`config.mk`:
```
export PLATFORM = sky130hd
export DESIGN_NAME = cec_core
export DESIGN_NICKNAME = d
export VERILOG_FILES = /design/src/hw/cec_pkg.sv /design/src/hw/cec_core.sv
export SDC_FILE = /design/constraint.sdc
export NUM_CORES = 1
export LEC_CHECK = 0
export BUFFER_PORTS_ARGS = -buffer_cell sky130_fd_sc_hd__buf_2
export CAP_MARGIN = 25
export CORE_ASPECT_RATIO = 0.8
export CORE_MARGIN = 2
export CORE_UTILIZATION = 55
export DETAILED_ROUTE_END_ITERATION = 8
export PLACE_DENSITY = 0.8
export SYNTH_ARGS = -nofsm -noshare
export SYNTH_HDL_FRONTEND = slang
export SYNTH_SLANG_ARGS = --single-unit
```
`constraint.sdc`:
```
create_clock -name core_clk -period 4 [get_ports core_clk]
set_input_delay 1 -clock core_clk [delete_from_list [all_inputs] [get_ports core_clk]]
set_output_delay 1 -clock core_clk [all_outputs]
set_load 0.02 [all_outputs]
```
`src/hw/cec_pkg.sv`:
```
// Package for the cipher engine control and status block
package cec_pkg;

    // ********************************************************
    // Register map
    // ********************************************************
    localparam logic [7:0] ADDR_STATUS = 8'h82;
    localparam logic [7:0] ADDR_CONTROL = 8'h83;
    localparam logic [7:0] ADDR_STATE_FIRST = 8'h84;
    localparam logic [7:0] ADDR_STATE_LAST = 8'h93;
    localparam logic [7:0] ADDR_CONTROL_ALIAS = 8'h94;
    localparam logic [7:0] REG_RESET = 8'h00;

    // ********************************************************
    // Field positions
    // ********************************************************
    localparam int BIT_ERROR = 7;
    localparam int BIT_DONE = 0;
    localparam int BIT_START = 7;
    localparam int BIT_MODE_HI = 6;
    localparam int BIT_MODE_LO = 4;
    localparam int BIT_DIR = 3;

    // Mode encodings
    localparam logic [2:0] MODE_ECB = 3'h0;
    localparam logic [2:0] MODE_KEY = 3'h1;
    localparam logic [2:0] MODE_CBC = 3'h2;

    // Bytes in one state block (128 bits)
    localparam logic [4:0] STATE_BYTES = 5'h10;

    // ********************************************************
    // Timing
    // ********************************************************
    localparam int CLK_MHZ = 50;
    localparam int DONE_MAX_US = 24;
    localparam int DONE_MAX_CYC = DONE_MAX_US * CLK_MHZ;

    // Host access carrier
    typedef struct packed {
        logic valid;
        logic write;
        logic [7:0] addr;
        logic [7:0] wdata;
    } cec_access_t;

    // Settings handed to the datapath
    typedef struct packed {
        logic [2:0] mode;
        logic decrypt;
        logic key_select;
    } cec_setup_t;

endpackage : cec_pkg

```
`src/hw/cec_core.sv`:
```
// Control and status logic of the block cipher engine
//
// Summary of operation
// - Error flag on control access while busy
// - Error flag on short state block read
// - Done bit shows operation finished
// - Status register is read only
// - Writing start bit one starts operation
// - Mode field: ECB, key, CBC, reserved
// - Direction bit: encrypt or ECB decrypt
// - Control access while busy aborts operation
// - Alias control register at 0x94
// - Done within 24 microseconds of start
// - State range maps key or data
// - Deep sleep resets all registers
`timescale 1ns/1ps

module cec_core
(
    // Clock, reset, enable
    input wire logic core_clk,
    input wire logic rst_n,
    input wire logic clk_en,
    // Host byte access, one cycle per byte
    input wire cec_pkg::cec_access_t host_acc,
    input wire logic host_acc_end,
    output logic [7:0] host_rdata,
    // Transceiver enters deep sleep
    input wire logic deep_sleep,
    // Datapath handshake
    output logic core_start,
    output logic core_abort,
    output cec_pkg::cec_setup_t core_setup,
    input wire logic core_finished,
    output logic core_busy
);

    // ********************************************************
    // Decode
    // ********************************************************
    logic [7:0] control;
    logic busy;
    logic error_flag;
    logic done_flag;
    logic [4:0] read_count;
    logic [10:0] timeout_cnt;
    logic hit_ctrl;
    logic hit_state_rd;
    logic start_req;
    logic clr;

    // Control and its alias behave identically
    assign hit_ctrl = host_acc.valid &&
        (host_acc.addr == cec_pkg::ADDR_CONTROL ||
         host_acc.addr == cec_pkg::ADDR_CONTROL_ALIAS);
    assign hit_state_rd = host_acc.valid && !host_acc.write &&
        host_acc.addr >= cec_pkg::ADDR_STATE_FIRST &&
        host_acc.addr <= cec_pkg::ADDR_STATE_LAST;
    assign start_req = hit_ctrl && host_acc.write && !busy &&
        host_acc.wdata[cec_pkg::BIT_START];
    assign clr = !rst_n || deep_sleep;

    // ********************************************************
    // Control register
    // ********************************************************
    always_ff @(posedge core_clk)
    begin
        if (clr)
            control <= cec_pkg::REG_RESET;
        else if (clk_en && hit_ctrl && host_acc.write)
            control <= {1'b0, host_acc.wdata[6:0] & 7'h78};
    end

    // Busy tracking: start, finish, abort, time limit
    always_ff @(posedge core_clk)
    begin
        if (clr)
            busy <= 1'b0;
        else if (clk_en)
        begin
            if (busy && hit_ctrl)
                busy <= 1'b0;
            else if (busy && (core_finished ||
                     timeout_cnt == 11'(cec_pkg::DONE_MAX_CYC - 2)))
                busy <= 1'b0;
            else if (start_req)
                busy <= 1'b1;
        end
    end

    // Cycle count since start, bounds completion
    always_ff @(posedge core_clk)
    begin
        if (clr)
            timeout_cnt <= '0;
        else if (clk_en)
            timeout_cnt <= busy ? timeout_cnt + 11'h001 : '0;
    end

    // Done flag
    always_ff @(posedge core_clk)
    begin
        if (clr)
            done_flag <= 1'b0;
        else if (clk_en)
        begin
            if (start_req)
                done_flag <= 1'b0;
            else if (busy && !hit_ctrl && (core_finished ||
                     timeout_cnt == 11'(cec_pkg::DONE_MAX_CYC - 2)))
                done_flag <= 1'b1;
        end
    end

    // Read count within one access
    always_ff @(posedge core_clk)
    begin
        if (clr)
            read_count <= '0;
        else if (clk_en)
        begin
            if (host_acc_end)
                read_count <= '0;
            else if (hit_state_rd && read_count != cec_pkg::STATE_BYTES)
                read_count <= read_count + 5'h01;
        end
    end

    // Error flag, sticky until reset or deep sleep; status writes ignored
    always_ff @(posedge core_clk)
    begin
        if (clr)
            error_flag <= 1'b0;
        else if (clk_en)
        begin
            if (busy && hit_ctrl)
                error_flag <= 1'b1;
            else if (host_acc_end && read_count != '0 &&
                     read_count != cec_pkg::STATE_BYTES)
                error_flag <= 1'b1;
        end
    end

    // ********************************************************
    // Read data and outputs
    // ********************************************************
    always_ff @(posedge core_clk)
    begin
        if (clr)
            host_rdata <= cec_pkg::REG_RESET;
        else if (clk_en && host_acc.valid && !host_acc.write)
        begin
            if (host_acc.addr == cec_pkg::ADDR_STATUS)
                host_rdata <= {error_flag, 6'h00, done_flag};
            else if (hit_ctrl)
                host_rdata <= control; // start bit reads zero
            else
                host_rdata <= cec_pkg::REG_RESET;
        end
    end

    // Datapath strobes
    assign core_start = clk_en && start_req;
    assign core_abort = clk_en && busy && hit_ctrl;
    assign core_busy = busy;
    assign core_setup.mode = control[cec_pkg::BIT_MODE_HI:cec_pkg::BIT_MODE_LO];
    assign core_setup.decrypt = control[cec_pkg::BIT_DIR] &&
        control[6:4] == cec_pkg::MODE_ECB;
    assign core_setup.key_select = control[6:4] == cec_pkg::MODE_KEY;

endmodule : cec_core

```
# [After elaboration in Yosys (flattened, before gate mapping)]
# Index checks and enable logic that the tools add are counted.
[totals] input_bits=24 register_bits=31 word_cells=68 out_inout_bits=16
[op_classes] n_mux=12 n_eq_ne=6 magnitude_cmp=2 n_addsub=2 n_reduce_logical=39
[ops] operator="$eq A8 B8 Y1 const B" n=3
[ops] operator="$logic_and A1 B1 Y1" n=22
[ops] operator="$add A11 B1 Y11 const B" n=1
[ops] operator="$eq A11 B11 Y1 const B" n=1
[ops] operator="$mux W11" n=1
[ops] operator="$mux W5" n=2
[ops] operator="$ge A8 B8 Y1 const B" n=1
[ops] operator="$le A8 B8 Y1 const B" n=1
[ops] operator="$mux W8" n=1
[ops] operator="$reduce_and A2 Y1" n=4
[ops] operator="$mux W1" n=7
[ops] operator="$mux W7" n=1
[ops] operator="$reduce_bool A2 Y1" n=3
[ops] operator="$add A5 B1 Y5 const B" n=1
[ops] operator="$ne A5 B5 Y1 const B" n=1
[ops] operator="$reduce_bool A5 Y1" n=1
[ops] operator="$logic_not A1 Y1" n=4
[ops] operator="$eq A3 B1 Y1 const B" n=1
[ops] operator="$logic_not A3 Y1" n=1
[ops] operator="$logic_or A1 B1 Y1" n=3
[ops] operator="$reduce_bool A3 Y1" n=1

# [Depth between registers and ports, before layout]
# Gate-level depths: netlist of the first run.
[depth] depth_word=9 ltp_mapped=5 ltp_nobuf=5

# [Worst setup path after synthesis of the first run]
# OpenSTA, ideal clock, no wires.
[synth_path] kind="input to output" startpoint="input port host_acc[14] (netlist name)" endpoint="output port core_start" path_stages=3 required_time_ps=3000 path_buffers=0 arrival_time_ps=2307 setup_slack_ps=693 path_cell_list="nor4b_2 > o211ai_1 > nor4_1"
[synth_between] elab_chain_cells=7 elab_cells_between_ends=8 classes_between="eq/ne: 2; reduce/logical: 6"
[synth_lines] element="from (decl)" line_no="cec_core.sv:25" source="input wire cec_pkg::cec_access_t host_acc,"
[synth_lines] element="$eq A8 B8 Y1, on equally long branches" line_no="cec_core.sv:54, cec_core.sv:55"
[synth_lines] element="$logic_or A1 B1 Y1 (*)" line_no="cec_core.sv:54" source="(host_acc.addr == cec_pkg::ADDR_CONTROL ||"
[synth_lines] element="$logic_and A1 B1 Y1 (*)" line_no="cec_core.sv:53" source="assign hit_ctrl = host_acc.valid &&"
[synth_lines] element="$logic_and A1 B1 Y1 (*) (3 in series)" line_no="cec_core.sv:59" source="assign start_req = hit_ctrl && host_acc.write && !busy &&"
[synth_lines] element="$logic_and A1 B1 Y1 (*)" line_no="cec_core.sv:163" source="assign core_start = clk_en && start_req;"
[synth_lines] element="to (decl)" line_no="cec_core.sv:31" source="output logic core_start,"
# Every way passes the cells marked *; elsewhere a longest branch is shown, timed or not.

# [Worst setup path after layout of the first run]
[layout_path] startpoint="input port host_acc[11] (netlist name)" endpoint="output port core_start"
# Same word-level chain as after synthesis.

==> metrics.txt, run 1 <==
Worst Hold Class=register to register; DIE HEIGHT=50.8 um; # port buffers=34; vias per cell=5.82; Top Ports=40; final WL=3330 um; CTS tree=built; Cells after DPL=227; CP Data Required Time=3.00 ns; Max Buffers Root-to-Sink=2; Max Slew Vio Count=0; status=finished, final reports clean; core area=2520 um^2; Critical Path Sink Type=output port; Post-Synth XOR/XNOR Area=4.65%; synth cell count leaders=dfxtp_1 (29), nor2_1 (23), nand2_1 (8); Max-cap violations=0; Startpoint Class=input pin; Post-CTS Setup Bufs=0; WP data arrival=2.38 ns; Placer Congestion=0.910; Chip Width=62.5 um; Post-Syn Area per Cell=9.14 um^2; Fin Hold WS=0.479 ns; nets=226; RR Startpoint=timeout_cnt[0]; Switching Share=20.9%; Mapped Cells=165; Avg WL per Cell=14.2 um; Peak Freq=0.296 GHz; mux cell area share after synthesis=3.32%; HP Start=host_rdata[6]; layout cell share with drive strength beyond 1=26.1%; DIE AREA=3180 um^2; Internal=495 uW; DRC=0; number of cells upsized or downsized after cts=0; kind of critical path=input pin to output port; Mapped Area=1510 um^2; yosys warns=0; Clock Sinks=29; GR Util All Layers=22.7%; crit path max fanout=4; pin count of the biggest net entering global routing=16; HPWL Detailed=2550 um; DRT iter0 DRCs=98; Clock Skew=0.00745 ns; ys flop type=dfxtp_1; final hold vios=0; worst slew pin tran=0.642 ns; post-synthesis compound-gate area fraction=15.4%; area delta synth->final=17.8%; diode count=0; clock latency on the worst-skew pair=0.34 ns; Max IR drop VDD=0.000216 V; Synth area leaders=dfxtp_1 (39%), nor2_1 (5.7%), ha_1 (3.3%); H-tree levels=2; CTS Hold Bufs=0; Clock Power Share=48.3%; fin cells=235; Initial Utilization=59.8%; fraction of the mapped netlist area in simple logic gates=29.3%; worst slack, placed=0.639 ns; Slew headroom=56.9%; CP Launch Point=host_acc[11]; most frequent cell after synthesis=dfxtp_1; Setup-failing EPs final=0; first-pass GRT wire length=5420 um; post-synthesis sequential element count=29; total number of vias=1368; clk slew on worst S/H paths=0.09 ns; clock root cell=clkbuf_4; TritonCTS Buffers=5; Std-Cell Rows=16; largest family of logic cells by synthesized area=simple AND/OR/NAND/NOR gates; Pwr Total=626 uW; power per cell area=353 nW/um^2; initial antenna violation count=0; Final TNS setup=0 ns; register area share after synthesis=38.5%; count of cell types in the netlist=49; Yosys top cell by area=dfxtp_1; total gr overflow=0; worst setup margin=0.621 ns; total leakage power=0.721 nW; Final Cycle Share=84.5%; Net Switching=131 uW; 1st-pass router iterations=4; number of synthesized flops with an enable pin=0; vias in the first global route=1241; Synth top area share=38.5%; sequential power share=46.1%; Antenna Nets Post-Route=0; Synth Area in Adders=3.32%; Tmin final=3.38 ns; Post-synth ARST share=0%; Logic pwr share=5.7%; RSZ-0062 raised after global routing=false
-- sequential cells by signal (all words and copies together) (netlist names) --
| register | flops |
|---|---|
| error_flag | 1 |
| read_count | 5 |
| done_flag | 1 |
| timeout_cnt | 11 |
| control | 4 |
| core_busy | 1 |
| host_rdata | 6 |
-- cell type report --
cell class	instances	area, um^2
fill	198	747
timing repair buffer	34	170
sequential	29	581
multi-input combinational	121	851
tap	36	45.0
clock inverter	3	65.1
clock buffer	5	37.5
inverter	7	26.3
-- worst max-delay path, stage by stage --
cell and delay [ns]:
buf_2 0.13, nor4b_2 0.34, o211ai_1 0.26, nor4_1 0.41
buf_2 0.24
-- power groups by stage --
| stage | Clock (mW) | Combinational [mW] | Sequential, mW |
|---|---|---|---|
| after global placement | 0 | 0.0333 | 0.295 |
| final | 0.302 | 0.0357 | 0.289 |
| after global routing | 0.319 | 0.0390 | 0.289 |
| after CTS | 0.308 | 0.0351 | 0.289 |
| after detailed placement | 0 | 0.0350 | 0.295 |
| after floorplan | 0 | 0.0206 | 0.295 |
-- path summary, 6_finish.rpt --
path                            cells after the start  slack [ns]              to
worst min register to register                      1        0.48   host_rdata[6]
worst max-delay path                                5        0.62      core_start
worst min-delay path                                1        0.48   host_rdata[6]
worst max register to register                      5        2.38  timeout_cnt[8]
-- routing by layer --
metal  share of wire [%]  global-route usage, %  up-vias
li1                    -                      -      660
met1                  43                   26.2      652
met2                  49                   37.8       45
met3                 5.1                   6.61       11
met4                 3.0                   14.1        0
met5                   0                      0        -
-- per-stage QoR --
stage	cell area (um^2)	util [%]
2_1_floorplan	1510	-
3_3_place_gp	1670	66.3
3_5_place_dp	1670	66.3
4_1_cts	1780	70.4
5_1_grt	1780	70.4
6_report	1780	70.4
-- cells by family (layout without fill, tap and decap cells) --
family,Yosys count,after routing
and+or+nand+nor,74,74
DFF,29,29
AOI/OAI and AO/OA,28,28
buffers and inverters,16,49
xor gates and xnor gates,8,8
muxes,5,5
adders and majority gates,4,4
other,1,2
-- cell usage in the layout, fill, tap and decap left out, drive strengths merged, types with 2 or more instances in the layout --
master	n
a21oi	7
a221o	2
a22o	4
a22oi	2
and3	4
and4bb	2
buf	34
bufinv	2
clkbuf	5
conb	2
dfxtp	29
ha	4
inv	7
mux2i	5
nand2	8
nand2b	2
nand3	6
nand3b	2
nand4	4
nor2	23
nor2b	2
nor4	5
nor4b	4
nor4bb	2
o211ai	2
o21ai	2
o21bai	2
o31a	2
or3b	4
xnor2	4
xor2	4
No activity file was read; power rests on OpenSTA's default activity.
==> run 2: changes to the inputs <==
--- a/config.mk
+++ b/config.mk
@@ -9,9 +9,9 @@
 export CAP_MARGIN = 25
 export CORE_ASPECT_RATIO = 0.8
 export CORE_MARGIN = 2
-export CORE_UTILIZATION = 55
+export CORE_UTILIZATION = 52
 export DETAILED_ROUTE_END_ITERATION = 8
-export PLACE_DENSITY = 0.8
+export PLACE_DENSITY = 0.76
 export SYNTH_ARGS = -nofsm -noshare
 export SYNTH_HDL_FRONTEND = slang
 export SYNTH_SLANG_ARGS = --single-unit
==> constraint.sdc (replaced) <==
create_clock -name core_clk -period 3.15 [get_ports core_clk]
set_input_delay 0.7875 -clock core_clk [delete_from_list [all_inputs] [get_ports core_clk]]
set_output_delay 0.7875 -clock core_clk [all_outputs]
set_load 0.02 [all_outputs]
==> metrics.txt, run 2 (synthesis gave the netlist of run 1 again) <==
status=finished, final reports clean; most common cell after layout, fill and taps aside=buf_2; CTS tree=built; Max stage delay on crit path=0.37 ns (-0.04 ns); worst slew pin tran=0.593 ns (-0.0488 ns); commonest non-fill, non-tap cells in the layout=buf_2 (34), dfxtp_1 (29), nor2_1 (23); Slew headroom=60.2% (+3.3 points); number of cells upsized or downsized after cts=0 (unchanged); Post-CTS Setup Bufs=0 (unchanged); diode count=0 (unchanged); CP Launch Point=host_acc[11]; HP Start=host_rdata[4]; total leakage power=0.701 nW (-2.7%); Max Buffers Root-to-Sink=2 (unchanged); Worst Hold Class=register to register; Fillers=250 (+26%); RR Startpoint=timeout_cnt[0]; Initial Utilization=54.5% (-5.2 points); clock root cell=clkbuf_4; core area=2770 um^2 (+9.6%); CP cell instances=buf_2, nor4b_2, o211ai_1, nor4_1, buf_2; # port buffers=34 (unchanged); Tmin final=2.82 ns; Critical Path Sink Type=output port; Final Cycle Share=89.6%; Max IR drop VDD=0.000205 V (-5.3%); pin count of the biggest net entering global routing=16 (unchanged); CP Data Required Time=2.36 ns (-0.64 ns); clock latency on the worst-skew pair=0.33 ns (about the same); crit path max fanout=4 (unchanged); 1st-pass router iterations=4 (unchanged); Biggest register=timeout_cnt; RSZ-0062 raised after global routing=false; vias per cell=5.68 (-2.4%); Placer Congestion=0.930 (+2.2%); vias in the first global route=1254 (+1.0%); final hold vios=0 (unchanged); first-pass GRT wire length=5570 um (+2.7%); Avg WL per Cell=13.8 um (-2.5%); Post-DP Area=1680 um^2 (+0.60%); GR Util All Layers=21.9% (-0.82 points); Clock Sinks=29 (unchanged); area delta synth->final=15.3%; total number of vias=1347 (-1.5%); TritonCTS Buffers=5 (unchanged); Clock Skew=0.0151 ns (+0.00769 ns); DRT iter0 DRCs=58 (-41%); FF/Latch Area=581 um^2 (unchanged); Chip Width=64.2 um (+2.7%); Antenna Nets Post-Route=0 (unchanged); Final TNS setup=0 ns (unchanged); DIE AREA=3350 um^2 (+5.3%); HPWL Detailed=2540 um (-0.29%); Startpoint Class=input pin; WP buf/inv=2 (unchanged); layout cell share with drive strength beyond 1=25.6% (-0.50 points); delay-heaviest family, CP=simple AND/OR/NAND/NOR gates; nets=227 (+0.44%); initial antenna violation count=0 (unchanged); Setup-failing EPs final=0 (unchanged); WP data arrival=2.03 ns (-0.35 ns); total gr overflow=0 (unchanged); clk slew on worst S/H paths=0.09 ns (about the same); multi-input logic area=851 um^2 (unchanged); kind of critical path=input pin to output port; cell repeated most along the worst path=buf_2; Peak Freq=0.355 GHz; Final Cell Area=1740 um^2 (-2.1%); max reg flops=11 (unchanged); DRC=0 (unchanged); DIE HEIGHT=52.2 um (+2.6%); final core utilization=62.9% (-7.5 points); final WL=3280 um (-1.6%); biggest regs=timeout_cnt: 11 flops, host_rdata: 6 flops, read_count: 5 flops; Max Slew Vio Count=0 (unchanged); H-tree levels=2 (unchanged); CTS Hold Bufs=0 (unchanged); power per cell area=369 nW/um^2 (+4.7%); slowest CP cell=nor4_1; Std-Cell Rows=17 (+1); Top Ports=40 (unchanged); Max-cap violations=0 (unchanged)
==> run 2: layer usage <==
metal | wire [um] | part of all wire (%) | track usage [%]
met5 | 0 | 0 | 0
met4 | 47 | 1.4 | 11.3
met3 | 191 | 5.8 | 5.84
met2 | 1490 | 46 | 33.7
met1 | 1550 | 47 | 28.4
==> run 2: area by class of cell <==
| type | count | share of cell area, % |
|---|---|---|
| Sequential cell | 29 | 33.4 |
| Tap cell | 38 | 2.74 |
| Multi-Input combinational cell | 121 | 49.0 |
| Timing Repair Buffer | 35 | 10.2 |
| Inverter | 7 | 1.51 |
| Clock buffer | 7 | 3.17 |
==> run 2: worst paths after layout <==
| check | end | slack (ns) | cells after the start |
|---|---|---|---|
| worst max-delay path | core_start | 0.33 | 5 |
| worst min-delay path | host_rdata[4] | 0.48 | 1 |
| worst max register to register | timeout_cnt[8] | 1.48 | 5 |
| worst min register to register | host_rdata[4] | 0.48 | 1 |
==> run 2: power breakdown <==
group	leakage (nW)	switching [mW]	internal, mW
Sequential	0.233	0.0000414	0.366
Combinational	0.436	0.0269	0.0170
Clock	0.0314	0.126	0.105
==> run 2: metrics by stage <==
step                setup WS, ns  hold slack (ns)  std cells  total power, mW
floorplan                  0.268            0.453        166            0.401
global route               0.187            0.510        237            0.665
detailed placement         0.322            0.466        230            0.419
global placement           0.310            0.456        230            0.417
finish                     0.329            0.481        237            0.642
CTS                        0.316            0.486        237            0.642
==> run 3: changes to the inputs <==
==> config.mk (replaced) <==
export PLATFORM = sky130hd
export DESIGN_NAME = cec_core
export DESIGN_NICKNAME = d
export VERILOG_FILES = /design/src/hw/cec_pkg.sv /design/src/hw/cec_core.sv
export SDC_FILE = /design/constraint.sdc
export NUM_CORES = 1
export LEC_CHECK = 0
export ABC_AREA = 1
export BUFFER_PORTS_ARGS = -buffer_cell sky130_fd_sc_hd__buf_4
export CAP_MARGIN = 25
export CORE_ASPECT_RATIO = 0.8
export CORE_MARGIN = 2
export CORE_UTILIZATION = 53
export DETAILED_ROUTE_END_ITERATION = 8
export PLACE_DENSITY = 0.86
export SYNTH_ARGS = -nofsm -noshare
export SYNTH_HDL_FRONTEND = slang
export SYNTH_SLANG_ARGS = --single-unit
==> metrics.txt, run 3 <==
vias in the first global route=1481 (+18%); area delta synth->final=20.3%; Max-cap violations=0 (unchanged); Final TNS setup=0 ns (unchanged); Tmin final=2.59 ns (-0.228 ns); Mapped Cells=267 (+62%); Peak Freq=0.386 GHz (+8.8%); RR Startpoint=read_count[0]; RR Endpoint=read_count[4]; Final Cycle Share=82.3% (-7.3 points); number of synthesized flops with an enable pin=0 (unchanged); CTS Hold Bufs=0 (unchanged); most common cell after layout, fill and taps aside=nand2_1; Post-CTS Setup Bufs=0 (unchanged); fin cells=341 (+44%); crit path max fanout=4 (unchanged); Placer Congestion=0.816 (-12%); Cells after DPL=334 (+45%); worst setup margin=0.558 ns (+0.228 ns); Post-Syn Area per Cell=6.35 um^2 (-31%); count of cell types in the netlist=30 (-39%); clock root cell=clkbuf_8; Max stage delay on crit path=0.15 ns (-0.22 ns); Top Ports=40 (unchanged); Net Switching=170 uW (+11%); Internal=569 uW (+16%); Synth area leaders=dfxtp_1 (34%), nand2_1 (16%), nor2_1 (10%); HPWL Detailed=2860 um (+12%); total leakage power=0.924 nW (+32%); R2R depth=10 (+5); number of cells upsized or downsized after cts=0 (unchanged); kind of critical path=input pin to output port; diode count=0 (unchanged); RSZ-0062 raised after global routing=false; Yosys top cell by area=dfxtp_1; sequential power share=50.1% (-7.0 points); Max Slew Vio Count=0 (unchanged); worst slack, placed=0.577 ns (+0.255 ns); nets=329 (+45%); FF-to-FF setup slack=1.79 ns (+0.31 ns); Clock Skew=0.00483 ns (-0.0103 ns); Clock Power Share=41.0% (+4.9 points); Pwr Total=738 uW (+15%); max reg flops=11 (unchanged); final WL=3630 um (+11%); pin count of the biggest net entering global routing=15 (-1); WL met2=1570 um (+5.5%); total gr overflow=0 (unchanged); met1 wire length=1810 um (+17%); clk slew on worst S/H paths=0.06 ns (-0.03 ns); Worst Hold Class=register to register; Hold Path Sink=host_rdata[3]; CTS tree=built; H-tree levels=2 (unchanged); commonest non-fill, non-tap cells in the layout=nand2_1 (71), nor2_1 (47), buf_4 (35); top routing layer in use=met4; ys flop type=dfxtp_1; synth cell count leaders=nand2_1 (71), nor2_1 (47), inv_1 (34); CP Data Required Time=2.36 ns (about the same); biggest regs=timeout_cnt: 11 flops, host_rdata: 6 flops, read_count: 5 flops; slowest CP cell=nor2_1; core area=3060 um^2 (+11%); Mapped Area=1700 um^2 (+12%); DRC=0 (unchanged); Max IR drop VDD=0.000202 V (-1.2%); WP data arrival=1.80 ns (-0.23 ns); GR Util All Layers=22.4% (+0.52 points); register area share after synthesis=34.2% (-4.3 points); Std-Cell Rows=18 (+1); multi-input logic area=913 um^2 (+7.4%); first-pass GRT wire length=6020 um (+8.0%); Setup-failing EPs final=0 (unchanged); DIE HEIGHT=54.6 um (+4.6%); Chip Width=67.2 um (+4.7%); Startpoint Class=input pin; Max Buffers Root-to-Sink=2 (unchanged); power per cell area=362 nW/um^2 (-2.0%); HP Start=host_rdata[3]; Post-synth ARST share=0% (unchanged); TritonCTS Buffers=5 (unchanged); Fillers=276 (+10%); initial antenna violation count=0 (unchanged); Clock Sinks=29 (unchanged); yosys warns=0 (unchanged); layout cell share with drive strength beyond 1=19.9% (-5.7 points); Hold Crit Depth=2 (+1); FF/Latch Area=581 um^2 (unchanged); CP cell instances=buf_4, inv_1, nand2_1, nor2_1, nand3_1, nand2_2, nand4_1, inv_1, buf_4; # port buffers=34 (unchanged); vias per cell=4.95 (-13%); Logic pwr share=8.9% (+2.1 points); total number of vias=1689 (+25%); Avg WL per Cell=10.7 um (-23%); most frequent cell after synthesis=nand2_1; Switching Share=23.0% (-0.91 points); DRT iter0 DRCs=85 (+47%); Biggest register=timeout_cnt; Synth top area share=34.2% (-4.3 points); DIE AREA=3670 um^2 (+9.6%); Critical Path Sink Type=output port; clock latency on the worst-skew pair=0.28 ns (-0.05 ns); Initial Utilization=55.4% (+0.83 points); final hold vios=0 (unchanged); met3 wire length=212 um (+11%); Antenna Nets Post-Route=0 (unchanged); status=finished, final reports clean; 1st-pass router iterations=4 (unchanged); post-synthesis sequential element count=29 (unchanged)
run 3: cell types whose count changed after synthesis, sizes merged, moves of 4 or more:
cell,previous run,this run
nand2,8,76
inv,7,39
nor2,23,50
nand3,6,18
a21oi,7,17
mux2i,5,0
o21ai,2,7
a22o,4,0
and3,4,0
nor4,5,1
nor4b,4,0
or3b,4,0
xnor2,4,0
run 3: worst max path at each step:
stage,depth (start not counted),from,to,slack (ns)
after CTS,9,host_acc[11],core_start,0.57
after global placement,9,host_acc[14],core_start,0.61
final,9,host_acc[11],core_start,0.56
after floorplan,7,host_acc[14],core_abort,0.81
after detailed placement,9,host_acc[11],core_start,0.58
after global routing,9,host_acc[14],core_start,0.46
run 3: cell type report:
type / count / share of cell area [%]
multi-input cells: 191 / 44.8
flip-flops and latches: 29 / 28.5
repair buffers: 35 / 12.9
inverters: 39 / 7.18
clock buffers: 7 / 4.23
well taps: 40 / 2.45
run 3: through the flow:
stage | instance area (um^2) | util, % | hold slack (ns)
2_1_floorplan | 1700 | - | 0.452
5_1_grt | 2040 | 66.6 | 0.483
3_3_place_gp | 1950 | 63.8 | 0.461
4_1_cts | 2040 | 66.6 | 0.475
6_report | 2040 | 66.6 | 0.473
3_5_place_dp | 1950 | 63.8 | 0.467
run 3: power groups by stage:
stage	Combinational, mW	Clock [mW]	Sequential (mW)
detailed placement	0.0659	0	0.378
CTS	0.0660	0.305	0.370
finish	0.0658	0.303	0.370
floorplan	0.0371	0	0.378
global placement	0.0645	0	0.378
global route	0.0736	0.321	0.370
run 3: per-layer routing:
layer	global-route usage, %	vias up
li1	-	896
met1	27.6	747
met2	37.3	42
met3	4.73	4
met4	11.9	0
met5	0	-
run 3: critical path: cells and delay by family:
kind,cells,cell delay (ns)
buf+inv,4,0.41
simple gates,5,0.60
run 3: kinds of logic after synthesis:
logic type / after synthesis / synth area share [%]
XOR/XNOR: 2 / 1.03
adder cells (fa/ha/maj): 4 / 2.95
AND/OR/NAND/NOR: 154 / 39.9
other: 1 / 0.221
buffers and inverters: 48 / 12.1
AO/OA/AOI/OAI: 29 / 9.59
flip-flops: 29 / 34.2
